==> src/hw/ext_io_pkg.sv <==
/*
 * Constants and types shared by the external control port and its helpers.
 * Assumes a 25 MHz system clock.
 */
package ext_io_pkg;
    localparam int unsigned CLK_HZ = 25000000;
    localparam int unsigned SAMPLE_PERIOD_MS = 10;
    localparam int unsigned SAMPLE_CYCLES = CLK_HZ / 1000 * SAMPLE_PERIOD_MS;
    localparam int unsigned TICK_W = 18;
    localparam logic [TICK_W-1:0] TICK_LAST = TICK_W'(SAMPLE_CYCLES - 1);
    localparam int unsigned N_CTRL = 9;
    // control input bit positions
    localparam int unsigned IN_OFF = 0;
    localparam int unsigned IN_ON = 1;
    localparam int unsigned IN_START = 2;
    localparam int unsigned IN_STOP = 3;
    localparam int unsigned IN_HOLD = 4;
    localparam int unsigned IN_BR1 = 5;
    localparam int unsigned IN_BR2 = 6;
    localparam int unsigned IN_RECALL = 7;
    localparam int unsigned IN_CLEAR = 8;
    // inputs idle high through pull-ups
    localparam logic [N_CTRL-1:0] CTRL_RESET = 9'h1ff;
    localparam logic POLARITY_NEG = 1'b0;
    // marked lines at their inactive level under negative polarity
    localparam logic [6:0] STATE_RESET = 7'h7c;
    localparam logic [2:0] SLOT_RESET = 3'h1;
    typedef enum logic [1:0] {
        MODE_CONT,
        MODE_SEQ,
        MODE_SIM
    } op_mode_t;
    typedef enum logic [1:0] {
        MEM_SETTING,
        MEM_SEQUENCE,
        MEM_SIMULATION
    } mem_kind_t;
endpackage : ext_io_pkg

==> src/hw/sample_if.sv <==
/*
 * Carries the 10 ms sample tick and detected falling edges between modules.
 * Assumes a single clock domain.
 */
`timescale 1ns/1ns
interface sample_if;
    import ext_io_pkg::*;
    logic tick;
    logic [N_CTRL-1:0] fall;
    modport src (output tick, output fall);
    modport dst (input tick, input fall);
endinterface : sample_if

==> src/hw/sample_tick.sv <==
/*
 * Sample period timer and falling-edge detector for the control inputs.
 * Assumes inputs synchronous to clk_i.
 */
`timescale 1ns/1ns
module sample_tick
    import ext_io_pkg::*;
#(
    parameter int unsigned TICK_CYCLES = SAMPLE_CYCLES
)
(
    input wire logic clk_i,
    input wire logic reset_n_i,
    input wire logic [N_CTRL-1:0] ctrl_i,
    sample_if.src s
);
    logic [TICK_W-1:0] cnt_reg;
    logic [TICK_W-1:0] cnt_next;
    logic [N_CTRL-1:0] last_reg;
    logic [N_CTRL-1:0] last_next;
    logic tick;
    logic primed_reg;
    logic primed_next;
    // only a bench shortens the period; hardware keeps the 10 ms default
    localparam logic [TICK_W-1:0] TICK_END = TICK_W'(TICK_CYCLES - 1);

    always_comb begin
        tick = (cnt_reg == TICK_END);
        cnt_next = tick ? '0 : cnt_reg + TICK_W'(1);
        last_next = tick ? ctrl_i : last_reg;
        primed_next = primed_reg | tick;
    end

    always_ff @(posedge clk_i or negedge reset_n_i) begin
        if (!reset_n_i) begin
            cnt_reg <= '0;
            last_reg <= CTRL_RESET;
            primed_reg <= 1'b0;
        end else begin
            cnt_reg <= cnt_next;
            last_reg <= last_next;
            primed_reg <= primed_next;
        end
    end

    assign s.tick = tick;
    genvar g;
    generate
        for (g = 0; g < N_CTRL; g++) begin : g_edge
            // no edge before a real high sample, so a line held low over reset stays quiet
            assign s.fall[g] = tick & primed_reg & last_reg[g] & ~ctrl_i[g];
        end
    endgenerate

    property p_tick_period;
        @(posedge clk_i) disable iff (!reset_n_i)
        tick |=> !tick [*8];
    endproperty
    a_tick_period: assert property (p_tick_period) else $error("tick repeated too soon");
endmodule : sample_tick

==> src/hw/status_drive.sv <==
/*
 * Registered state outputs with collective polarity on the marked lines.
 * Assumes updates only when the sample tick is high.
 */
`timescale 1ns/1ns
module status_drive
    import ext_io_pkg::*;
(
    input wire logic clk_i,
    input wire logic reset_n_i,
    sample_if.dst s,
    input wire logic polarity_pos_i,
    input wire logic power_on_i,
    input wire logic range_100v_i,
    input wire logic out_on_i,
    input wire logic prot_i,
    input wire logic limit_i,
    input wire logic agc_on_i,
    input wire logic busy_i,
    output logic [6:0] state_o
);
    logic [6:0] st_reg;
    logic [6:0] st_next;
    logic inv;

    always_comb begin
        inv = (polarity_pos_i == POLARITY_NEG);
        st_next = st_reg;
        if (s.tick) begin
            st_next[0] = power_on_i;
            st_next[1] = range_100v_i;
            st_next[2] = out_on_i ^ inv;
            st_next[3] = prot_i ^ inv;
            st_next[4] = limit_i ^ inv;
            st_next[5] = agc_on_i ^ inv;
            st_next[6] = busy_i ^ inv;
        end
    end

    always_ff @(posedge clk_i or negedge reset_n_i) begin
        if (!reset_n_i) begin
            st_reg <= STATE_RESET;
        end else begin
            st_reg <= st_next;
        end
    end

    assign state_o = st_reg;

    property p_power_line;
        @(posedge clk_i) disable iff (!reset_n_i)
        s.tick |=> state_o[0] == $past(power_on_i);
    endproperty
    a_power_line: assert property (p_power_line) else $error("power line wrong");

    property p_prot_pol;
        @(posedge clk_i) disable iff (!reset_n_i)
        s.tick |=> state_o[3] == ($past(prot_i) ^ ($past(polarity_pos_i) == 1'b0));
    endproperty
    a_prot_pol: assert property (p_prot_pol) else $error("protection polarity wrong");
endmodule : status_drive

==> src/hw/ext_control_io.sv <==
/*
 * External control port: sampled falling-edge commands, recall selection,
 * protection shutdown and state outputs.
 * Assumes inputs synchronous to clk_i and the rest of the unit acting on pulses.
 */
`timescale 1ns/1ns
module ext_control_io
    import ext_io_pkg::*;
#(
    parameter int unsigned TICK_CYCLES = SAMPLE_CYCLES
)
(
    input wire logic clk_i,
    input wire logic reset_n_i,
    input wire logic [N_CTRL-1:0] ctrl_i,
    input wire logic [1:0] mem_sel_i,
    input wire logic ext_enable_i,
    input wire logic remote_i,
    input wire logic polarity_pos_i,
    input wire logic [1:0] op_mode_i,
    input wire logic [1:0] step_level_i,
    input wire logic self_test_done_i,
    input wire logic self_test_ok_i,
    input wire logic over_vi_i,
    input wire logic unit_fault_i,
    input wire logic internal_fault_i,
    input wire logic range_100v_i,
    input wire logic prot_i,
    input wire logic limit_i,
    input wire logic agc_on_i,
    input wire logic busy_i,
    output logic out_on_o,
    output logic display_on_o,
    output logic halted_o,
    output logic ready_o,
    output logic seq_start_o,
    output logic seq_stop_o,
    output logic seq_hold_o,
    output logic branch1_o,
    output logic branch2_o,
    output logic peak_clear_o,
    output logic recall_o,
    output logic [2:0] recall_slot_o,
    output logic [1:0] recall_kind_o,
    output logic recall_compile_o,
    output logic [1:0] step_sync_o,
    output logic [6:0] state_o
);
    sample_if smp();

    logic out_on_reg, out_on_next;
    logic disp_reg, disp_next;
    logic halt_reg, halt_next;
    logic ready_reg, ready_next;
    logic [5:0] pulse_reg, pulse_next;
    logic recall_reg, recall_next;
    logic [2:0] slot_reg, slot_next;
    logic [1:0] kind_reg, kind_next;
    logic comp_reg, comp_next;
    logic [1:0] sync_reg, sync_next;
    logic accept;
    logic fault;
    logic [N_CTRL-1:0] f;

    function automatic logic [1:0] mem_for_mode(input logic [1:0] m);
        logic [1:0] k;
        k = MEM_SETTING;
        case (m)
            MODE_SEQ: k = MEM_SEQUENCE;
            MODE_SIM: k = MEM_SIMULATION;
            default: k = MEM_SETTING;
        endcase
        return k;
    endfunction : mem_for_mode

    sample_tick #(.TICK_CYCLES(TICK_CYCLES)) u_tick (
        .clk_i(clk_i),
        .reset_n_i(reset_n_i),
        .ctrl_i(ctrl_i),
        .s(smp.src)
    );

    status_drive u_status (
        .clk_i(clk_i),
        .reset_n_i(reset_n_i),
        .s(smp.dst),
        .polarity_pos_i(polarity_pos_i),
        .power_on_i(1'b1),
        .range_100v_i(range_100v_i),
        .out_on_i(out_on_reg),
        .prot_i(prot_i),
        .limit_i(limit_i),
        .agc_on_i(agc_on_i),
        .busy_i(busy_i),
        .state_o(state_o)
    );

    always_comb begin
        accept = ext_enable_i & ~remote_i & ready_reg & ~halt_reg;
        f = accept ? smp.fall : '0;
        fault = over_vi_i | unit_fault_i | internal_fault_i;
    end

    always_comb begin
        ready_next = ready_reg;
        halt_next = halt_reg;
        out_on_next = out_on_reg;
        disp_next = disp_reg;
        // leave start-up only on good checks
        if (!ready_reg && self_test_done_i && self_test_ok_i) begin
            ready_next = 1'b1;
            disp_next = 1'b1;
        end
        if (f[IN_ON]) begin
            out_on_next = 1'b1;
        end
        if (f[IN_OFF]) begin
            out_on_next = 1'b0;
        end
        if (fault) begin
            out_on_next = 1'b0;
            disp_next = 1'b0;
        end
        if (internal_fault_i) begin
            halt_next = 1'b1;
        end
        if (!ready_reg) begin
            out_on_next = 1'b0;
        end
    end

    always_comb begin
        // sequence commands in seq or sim mode
        pulse_next = '0;
        if (op_mode_i == MODE_SEQ || op_mode_i == MODE_SIM) begin
            pulse_next[0] = f[IN_START];
            pulse_next[1] = f[IN_STOP];
            pulse_next[2] = f[IN_HOLD];
            pulse_next[3] = f[IN_BR1];
            pulse_next[4] = f[IN_BR2];
        end
        pulse_next[5] = f[IN_CLEAR];
        recall_next = f[IN_RECALL];
        slot_next = slot_reg;
        kind_next = kind_reg;
        comp_next = comp_reg;
        if (f[IN_RECALL]) begin
            slot_next = {1'b0, mem_sel_i} + 3'h1;
            kind_next = mem_for_mode(op_mode_i);
            comp_next = (op_mode_i != MODE_CONT);
        end
        // step sync in seq and sim
        sync_next = sync_reg;
        if (smp.tick && (op_mode_i == MODE_SEQ || op_mode_i == MODE_SIM)) begin
            sync_next = step_level_i;
        end
    end

    always_ff @(posedge clk_i or negedge reset_n_i) begin
        if (!reset_n_i) begin
            out_on_reg <= 1'b0;
            disp_reg <= 1'b0;
            halt_reg <= 1'b0;
            ready_reg <= 1'b0;
            pulse_reg <= '0;
            recall_reg <= 1'b0;
            slot_reg <= SLOT_RESET;
            kind_reg <= MEM_SETTING;
            comp_reg <= 1'b0;
            sync_reg <= '0;
        end else begin
            out_on_reg <= out_on_next;
            disp_reg <= disp_next;
            halt_reg <= halt_next;
            ready_reg <= ready_next;
            pulse_reg <= pulse_next;
            recall_reg <= recall_next;
            slot_reg <= slot_next;
            kind_reg <= kind_next;
            comp_reg <= comp_next;
            sync_reg <= sync_next;
        end
    end

    assign out_on_o = out_on_reg;
    assign display_on_o = disp_reg;
    assign halted_o = halt_reg;
    assign ready_o = ready_reg;
    assign seq_start_o = pulse_reg[0];
    assign seq_stop_o = pulse_reg[1];
    assign seq_hold_o = pulse_reg[2];
    assign branch1_o = pulse_reg[3];
    assign branch2_o = pulse_reg[4];
    assign peak_clear_o = pulse_reg[5];
    assign recall_o = recall_reg;
    assign recall_slot_o = slot_reg;
    assign recall_kind_o = kind_reg;
    assign recall_compile_o = comp_reg;
    assign step_sync_o = sync_reg;

    property p_disabled_quiet;
        @(posedge clk_i) disable iff (!reset_n_i)
        !ext_enable_i |=> !recall_o && !peak_clear_o && !seq_start_o;
    endproperty
    a_disabled_quiet: assert property (p_disabled_quiet) else $error("action while disabled");

    property p_remote_quiet;
        @(posedge clk_i) disable iff (!reset_n_i)
        remote_i |=> !recall_o && !seq_stop_o && !branch1_o;
    endproperty
    a_remote_quiet: assert property (p_remote_quiet) else $error("action in remote");

    property p_off_edge;
        @(posedge clk_i) disable iff (!reset_n_i)
        smp.fall[IN_OFF] && accept |=> !out_on_o;
    endproperty
    a_off_edge: assert property (p_off_edge) else $error("output not off");

    property p_start_edge;
        @(posedge clk_i) disable iff (!reset_n_i)
        smp.fall[IN_START] && accept && op_mode_i == MODE_SIM |=> seq_start_o;
    endproperty
    a_start_edge: assert property (p_start_edge) else $error("start missing in sim");

    property p_slot;
        @(posedge clk_i) disable iff (!reset_n_i)
        smp.fall[IN_RECALL] && accept |=> recall_o && recall_slot_o == {1'b0, $past(mem_sel_i)} + 3'h1;
    endproperty
    a_slot: assert property (p_slot) else $error("wrong recall slot");

    property p_kind;
        @(posedge clk_i) disable iff (!reset_n_i)
        recall_o |-> recall_compile_o == (recall_kind_o != MEM_SETTING);
    endproperty
    a_kind: assert property (p_kind) else $error("compile flag mismatch");

    property p_fault_off;
        @(posedge clk_i) disable iff (!reset_n_i)
        over_vi_i || unit_fault_i |=> !out_on_o && !display_on_o;
    endproperty
    a_fault_off: assert property (p_fault_off) else $error("fault did not shut down");

    property p_halt;
        @(posedge clk_i) disable iff (!reset_n_i)
        internal_fault_i |=> halted_o ##1 (halted_o && !out_on_o) [*8];
    endproperty
    a_halt: assert property (p_halt) else $error("halt not held");

    property p_not_ready;
        @(posedge clk_i) disable iff (!reset_n_i)
        !ready_o |-> !out_on_o;
    endproperty
    a_not_ready: assert property (p_not_ready) else $error("output on before checks");

    property p_on_edge;
        @(posedge clk_i) disable iff (!reset_n_i)
        smp.fall[IN_ON] && !smp.fall[IN_OFF] && accept && !fault |=> out_on_o;
    endproperty
    a_on_edge: assert property (p_on_edge) else $error("output not on");

    property p_hold_edge;
        @(posedge clk_i) disable iff (!reset_n_i)
        smp.fall[IN_HOLD] && accept && op_mode_i == MODE_SEQ |=> seq_hold_o;
    endproperty
    a_hold_edge: assert property (p_hold_edge) else $error("hold missing in sequence");

    property p_cont_quiet;
        @(posedge clk_i) disable iff (!reset_n_i)
        op_mode_i == MODE_CONT |=> !seq_start_o && !seq_stop_o && !seq_hold_o && !branch1_o && !branch2_o;
    endproperty
    a_cont_quiet: assert property (p_cont_quiet) else $error("sequence command in continuous");

    property p_step_sync;
        @(posedge clk_i) disable iff (!reset_n_i)
        smp.tick && (op_mode_i == MODE_SEQ || op_mode_i == MODE_SIM) |=> step_sync_o == $past(step_level_i);
    endproperty
    a_step_sync: assert property (p_step_sync) else $error("step sync level wrong");

    property p_unit_display;
        @(posedge clk_i) disable iff (!reset_n_i)
        unit_fault_i |=> !display_on_o [*2];
    endproperty
    a_unit_display: assert property (p_unit_display) else $error("display on after unit fault");

    property p_pulse_once;
        @(posedge clk_i) disable iff (!reset_n_i)
        recall_o || peak_clear_o |=> !recall_o && !peak_clear_o;
    endproperty
    a_pulse_once: assert property (p_pulse_once) else $error("command pulse repeated");
endmodule : ext_control_io

==> config.mk <==
export PLATFORM = sky130hd
export DESIGN_NAME = ext_control_io
export DESIGN_NICKNAME = d
export VERILOG_FILES = /design/src/hw/ext_io_pkg.sv /design/src/hw/sample_if.sv /design/src/hw/sample_tick.sv /design/src/hw/status_drive.sv /design/src/hw/ext_control_io.sv
export SDC_FILE = /design/constraint.sdc
export NUM_CORES = 1
export LEC_CHECK = 0
export ABC_AREA = 1
export BUFFER_PORTS_ARGS = -buffer_cell sky130_fd_sc_hd__buf_4
export CORE_ASPECT_RATIO = 1.1
export CORE_MARGIN = 2
export CORE_UTILIZATION = 40
export DETAILED_ROUTE_END_ITERATION = 12
export GPL_TIMING_DRIVEN = 1
export PLACE_DENSITY_LB_ADDON = 0.2
export SYNTH_ARGS = -nofsm -noshare
export SYNTH_HDL_FRONTEND = slang
export SYNTH_SLANG_ARGS = --single-unit
==> constraint.sdc <==
create_clock -name clk_i -period 2.8 [get_ports clk_i]
set_input_delay 0.28 -clock clk_i [delete_from_list [all_inputs] [get_ports clk_i]]
set_output_delay 0.28 -clock clk_i [all_outputs]
set_load 0.01 [all_outputs]
==> summary.md, run 1 <==
| Metric | Value |
|---|---|
| Startpoint types | flop |
| Setup TNS | 0 ns |
| Chip width | 79.94 um |
| First-pass GRT wire length | around 8100 um |
| Total power draw | 1.368 mW |
| Crit path required time | roughly 3 ns |
| Worst-Margin Slew | between 0.6 and 0.7 ns |
| Endpoints failing setup | 0 |
| Final worst slack | 0.9853 ns |
| Crit share post-route | 0.6481 |
| Via count | around 1900 |
| Nets | 374 |
| Number of global-route vias before repair | 1861 |
| Initial antenna violation count | 0 |
| Worst-path fanout max | 27 |
| Reg-to-reg critical path startpoint | u_tick.cnt_reg[0]$_DFF_PN0_ |
| Largest register FFs | 18 |
| Largest net degree at the start of global routing | 55 |
| Highest clock rate | 551.1 MHz |
| Die area | 6998 um^2 |
| Num CTS Buffers | 5 |
| Hold buffers post-CTS | 0 |
| Global route total overflow | 0 |
| CP Capture Type | flop |
| CTS tree | done |
| Cell mode on critical path | nand2_1 |
| Die height | between 80 and 90 um |
| Final ANT Viol Nets | 0 |
| RSZ-0062 raised after global routing | false |
| Fill count | 615 |
| DRT Pass-1 Iters | 5 |
| Pwr Density | 440.4 nW/um^2 |
| Gpl congestion | 0.7814 |
| Max Cap Violations | 0 |
| Crit path kind | reg -> reg |
| Hold Worst Slack | 0.0008115 ns |
| Synthesized area | about 2500 um^2 |
| CP top delay family | simple AND/OR/NAND/NOR gates |
| Hold Fails Final Rpt | 0 |
| H-tree Lvls | 2 |
| Yosys cell types | 29 |
| Worst Skew | 0.008045 ns |
| GRT Overall Usage | 0.1478 |
| I/O pins | 56 |
| R2R cell count | 8 |
| VDD IR max | 254.7 uV |
| Max clock buf depth | 2 |
| Area grow syn2layout | 22.44% |
| Rows | 30 |
| Clk Tree Root Cell | clkbuf_8 |
| Register area share after synthesis | 0.5399 |
| Post-DP HPWL | 3463 um |
| Post-Syn Instances | 283 |
| Pleak | 1.623 nW |
| Buf/Inv on CP | 0 |
| Skew-Pair Late Insertion Delay | 0.31 ns |
| Setup Fix Bufs, Post-CTS | 0 |
| Cells along the critical path | ha_1 -> nand2_1 -> nor2_2 -> nand3_2 -> nor2_8 -> nand3_4 -> nand2_1 -> o21ai_2 |
| Outcome | complete, no violations |
| Setup WS pre-CTS | about 1 ns |
| Starting Density | 0.4122 |
| Core area | 6156 um^2 |
| Layout cells sized above 1 | 0.2941 |
| R2r setup slk | 0.99 ns |
| Initial DRC count | 70 |
| Arrival time at the worst endpoint | around 2.0 ns |
| Vias per cell | approximately 4.6 |
| R2r endpoint | recall_kind_o[1]$_DFFE_PN0P_ |
| Resized cells post-CTS | 0 |
| Synth warn | 0 |
| Post-route DRC | 0 |
| Worst-path clk slew | ~0.09 ns |
| Slew Limit Fails | 0 |
| Slew HR | 0.5575 |
| Avg Cell Area, Syn | 8.966 um^2 |
| Synth Net Count | about 320 |
| Hold Path Class | in -> async |
| Slowest Stage Delay on Critical Path | approximately 0.38 ns |
| ANT cells | 0 |
| Port bufs | 55 |
| Critical path's slowest cell | dfrtp_1 |
| Final wirelength | 4778 um |
| WL/cell | 11.38 um |
| FF+latch count, synth | 54 |
| Clk sinks | 54 |
| Min Tclk post-route | between 1.5 and 2 ns |
==> cells in the final DEF (no fill, tap or decap), drive strengths merged <==
cell and n:
a21oi 9, a31oi 1, buf 55, bufinv 1
clkbuf 7, dfrtp 39, dfstp 15, ha 5
inv 44, nand2 53, nand3 21, nand4 4
nor2 47, nor3 5, o21ai 17, or2 3
or3 1, xnor2 1, xor2 12
==> layer usage <==
layer	routed length, um	global-route usage
met1	2127	0.1820
met2	2357	0.2530
met3	253	0.04124
met4	40	0.04622
met5	0	0
==> per-stage QoR <==
stage,utilization,cells,cell area (um^2)
after floorplan,-,283,2537
after global placement,0.4874,412,3000
after detailed placement,0.4874,412,3000
after CTS,0.5047,420,3107
after global routing,0.5047,420,3107
final,0.5047,420,3107
==> how the worst max path moves through the flow <==
stage / from / to / slack, ns / depth (start not counted)
6_report: u_tick.cnt_reg[0]$_DFF_PN0_ / recall_kind_o[1]$_DFFE_PN0P_ / 0.99 / 8
5_1_grt: u_tick.cnt_reg[0]$_DFF_PN0_ / u_tick.cnt_reg[12]$_DFF_PN0_ / 0.77 / 8
4_1_cts: u_tick.cnt_reg[0]$_DFF_PN0_ / recall_kind_o[1]$_DFFE_PN0P_ / 0.97 / 8
3_5_place_dp: u_tick.cnt_reg[0]$_DFF_PN0_ / recall_kind_o[1]$_DFFE_PN0P_ / 0.98 / 8
3_3_place_gp: u_tick.cnt_reg[0]$_DFF_PN0_ / recall_slot_o[1]$_DFFE_PN0P_ / 1.05 / 8
2_1_floorplan: u_tick.cnt_reg[0]$_DFF_PN0_ / recall_kind_o[0]$_DFFE_PN0P_ / 1.32 / 9
==> synthesized netlist by cell type <==
cell type	instances	area, um^2
nand4_1	4	25.02
nor2_8	1	20.02
buf_2	1	5.000
o21ai_1	8	40.04
a21oi_1	9	45.04
dfrtp_1	39	975.9
nand3_4	1	17.52
inv_2	6	22.52
nor2_2	2	12.51
nand3_2	2	20.02
or3_1	1	6.260
nor3_1	3	15.01
ha_1	5	62.56
xnor2_1	1	8.760
nand2_1	53	198.9
dfstp_2	15	394.1
buf_4	1	7.510
nor2_1	43	161.4
or2_2	3	18.77
nor2_4	1	11.26
inv_1	38	142.6
buf_6	3	33.78
o21ai_2	6	52.55
xor2_1	12	105.1
a31oi_1	1	6.260
nor3_2	2	20.02
nand3_1	18	90.09
buf_1	1	3.750
o21ai_0	3	15.01
==> area by class of cell <==
| type | instances | area (um^2) | area share |
|---|---|---|---|
| Tap cell | 80 | 100.1 | 0.03222 |
| Clock buffer | 7 | 76.32 | 0.02457 |
| Multi-Input combinational cell | 179 | 952.2 | 0.3065 |
| Clock inverter | 1 | 30.03 | 0.009666 |
| Inverter | 44 | 165.2 | 0.05316 |
| Timing Repair Buffer | 55 | 412.9 | 0.1329 |
| Sequential cell | 54 | 1370 | 0.4410 |
==> cells by family (layout without fill, tap and decap cells) <==
family,count (synthesis),count (layout),synth area share
compound gates,27,27,0.06262
simple gates,134,134,0.2431
xor+xnor,13,13,0.04487
buf+inv,50,107,0.08481
fa+ha+maj,5,5,0.02465
flops,54,54,0.5399
==> power by group <==
part | switching (mW) | total (mW) | internal, mW
logic | 0.0352 | 0.0685 | 0.0333
registers | 0.000324 | 0.782 | 0.782
clock network | 0.250 | 0.518 | 0.268
total | 0.285 | 1.37 | 1.08
(Power assumes the default switching activity.)
==> run 2: changes to the inputs <==
==> constraint.sdc (replaced) <==
create_clock -name clk_i -period 1.75 [get_ports clk_i]
set_input_delay 0.175 -clock clk_i [delete_from_list [all_inputs] [get_ports clk_i]]
set_output_delay 0.175 -clock clk_i [all_outputs]
set_load 0.01 [all_outputs]
==> summary.md, run 2 (synthesis gave the netlist of run 1 again) <==
| Metric | Value |
|---|---|
| Outcome | complete, no violations |
| Non-Filler Instances | 426 (+1.4%) |
| Setup WS pre-CTS | 0.09877 ns (-0.8827 ns) |
| Final worst slack | 0.1579 ns (-0.8274 ns) |
| Psw | 0.4737 mW (+66%) |
| Highest clock rate | 628.1 MHz (+14%) |
| Crit path required time | 1.96 ns (-1.04 ns) |
| Area grow syn2layout | 24.75% |
| Pleak | 1.652 nW (+1.8%) |
| Starting Density | 0.4122 (unchanged) |
| Pwr Density | 697.6 nW/um^2 (+58%) |
| Slew HR | 0.5403 (-0.01724) |
| Combinational power share | 0.052 (+0.002) |
| Internal | 1.735 mW (+60%) |
| Max Cap Violations | 0 (unchanged) |
| WL/cell | 11.76 um (+3.4%) |
| Worst-Margin Slew | 0.6896 ns (+0.02585 ns) |
| Min Tclk post-route | 1.592 ns (-0.2226 ns) |
| ANT cells | 0 (unchanged) |
| Global route total overflow | 0 (unchanged) |
| First-pass GRT wire length | 8383 um (+3.8%) |
| Commonest non-fill, non-tap cell in the layout | buf_4 |
| Vias per cell | 4.446 (-2.7%) |
| Initial DRC count | 112 (+60%) |
| Startpoint types | flop |
| Worst Skew | 0.006519 ns (-0.001526 ns) |
| Die area | 6998 um^2 (unchanged) |
| GRT Overall Usage | 0.1550 (+0.007124) |
| Final ANT Viol Nets | 0 (unchanged) |
| Crit path kind | reg -> reg |
| Max clock buf depth | 2 (unchanged) |
| VDD IR max | 421.7 uV (+66%) |
| Port bufs | 55 (unchanged) |
| Via count | 1894 (-1.3%) |
| Skew-Pair Late Insertion Delay | 0.31 ns (about the same) |
| CP Capture Type | flop |
| Sw Ratio | 0.2145 (+0.006148) |
| Crit share post-route | 0.9098 (+0.2617) |
| Post-DP HPWL | 3529 um (+1.9%) |
| Nets | 380 (+1.6%) |
| Layout cells sized above 1 | 0.3035 (+0.009351) |
| Hold Path Class | in -> reg |
| Setup TNS | 0 ns (unchanged) |
| Hold Fails Final Rpt | 0 (unchanged) |
| Final wirelength | 5011 um (+4.9%) |
| Rows | 30 (unchanged) |
| H-tree Lvls | 2 (unchanged) |
| Hold Worst Slack | 0.02439 ns (+0.02357 ns) |
| Worst-path fanout max | 13 (-52%) |
| Post-route DRC | 0 (unchanged) |
| Num CTS Buffers | 5 (unchanged) |
| RSZ-0062 raised after global routing | false |
| I/O pins | 56 (unchanged) |
| DRT Pass-1 Iters | 4 (-1) |
| Chip width | 79.94 um (unchanged) |
| Gpl congestion | 0.7897 (+1.1%) |
| Commonest non-fill, non-tap cells in the layout | buf_4, nand2_1, nor2_1, dfrtp_1, inv_1 |
| Largest register FFs | 18 (unchanged) |
| Initial antenna violation count | 0 (unchanged) |
| Seq pwr share | 0.567 (-0.005) |
| Largest net degree at the start of global routing | 55 (unchanged) |
| Clk sinks | 54 (unchanged) |
| Worst-path clk slew | 0.10 ns (about the same) |
| Core area | 6156 um^2 (unchanged) |
| Clk Tree Root Cell | clkbuf_8 |
| Arrival time at the worst endpoint | 1.80 ns (-0.21 ns) |
| R2r setup slk | 0.16 ns (-0.83 ns) |
| Slew Limit Fails | 0 (unchanged) |
| Clock network power share | 0.381 (+0.003) |
| Die height | 87.54 um (unchanged) |
| Placed Cells | 414 (+0.49%) |
| Endpoints failing setup | 0 (unchanged) |
| CTS tree | done |
| Number of global-route vias before repair | 1860 (-0.054%) |
## run 2: path summary, 6_finish.rpt
kind | cells after the start | from | to
worst max-delay path | 8 | u_tick.cnt_reg[0]$_DFF_PN0_ | recall_compile_o$_DFFE_PN0P_
worst min-delay path | 2 | ctrl_i[8] | pulse_reg[5]$_DFF_PN0_
worst max register to register | 8 | u_tick.cnt_reg[0]$_DFF_PN0_ | recall_compile_o$_DFFE_PN0P_
worst min register to register | 1 | u_tick.cnt_reg[0]$_DFF_PN0_ | u_tick.cnt_reg[0]$_DFF_PN0_
max in group asynchronous | 2 | reset_n_i | u_tick.primed_reg$_DFF_PN0_
min in group asynchronous | 2 | reset_n_i | pulse_reg[4]$_DFF_PN0_
## run 2: timing repair
item / in CTS / in global routing
hold endpoints to repair: 40 / 0
hold buffers: 2 / 0
setup buffers: 0 / 2
resized for setup: 0 / 3
setup endpoints to repair: 0 / 25
## run 2: cell type report
class | count | area (um^2)
inverters | 44 | 165.2
repair buffers | 61 | 462.9
flip-flops and latches | 54 | 1370
fillers | 616 | 2990
multi-input cells | 179 | 957.2
clock buffers | 6 | 72.57
clock inverters | 2 | 37.54
well taps | 80 | 100.1
## run 2: per-layer routing
layer / wire, um / part of all wire / track usage
met1: 2354 / 0.47 / 0.2086
met2: 2346 / 0.47 / 0.2394
met3: 249 / 0.050 / 0.04536
met4: 60 / 0.012 / 0.05701
met5: 0 / 0 / 0
## run 2: power by group through the flow
stage | clock, mW | sequential, mW | combinational, mW
6_report | 0.842 | 1.25 | 0.115
4_1_cts | 0.874 | 1.25 | 0.119
5_1_grt | 0.925 | 1.25 | 0.132
3_5_place_dp | 0 | 1.27 | 0.115
2_1_floorplan | 0 | 1.27 | 0.0306
3_3_place_gp | 0 | 1.27 | 0.114
## run 2: stage by stage
stage,util,power [mW],area [um^2]
CTS,0.5110,2.245,3146
floorplan,-,1.305,2537
global route,0.5142,2.309,3166
global placement,0.4898,1.388,3015
finish,0.5142,2.208,3166
detailed placement,0.4898,1.390,3015
## run 2: critical path: stages (launching register included)
cell and delay (ns):
dfrtp_1 0.38, ha_1 0.18, nand2_1 0.10, nor2_4 0.13
nand3_2 0.14, nor2_8 0.20, nand3_4 0.19, nand2_1 0.13
o21ai_2 0.05
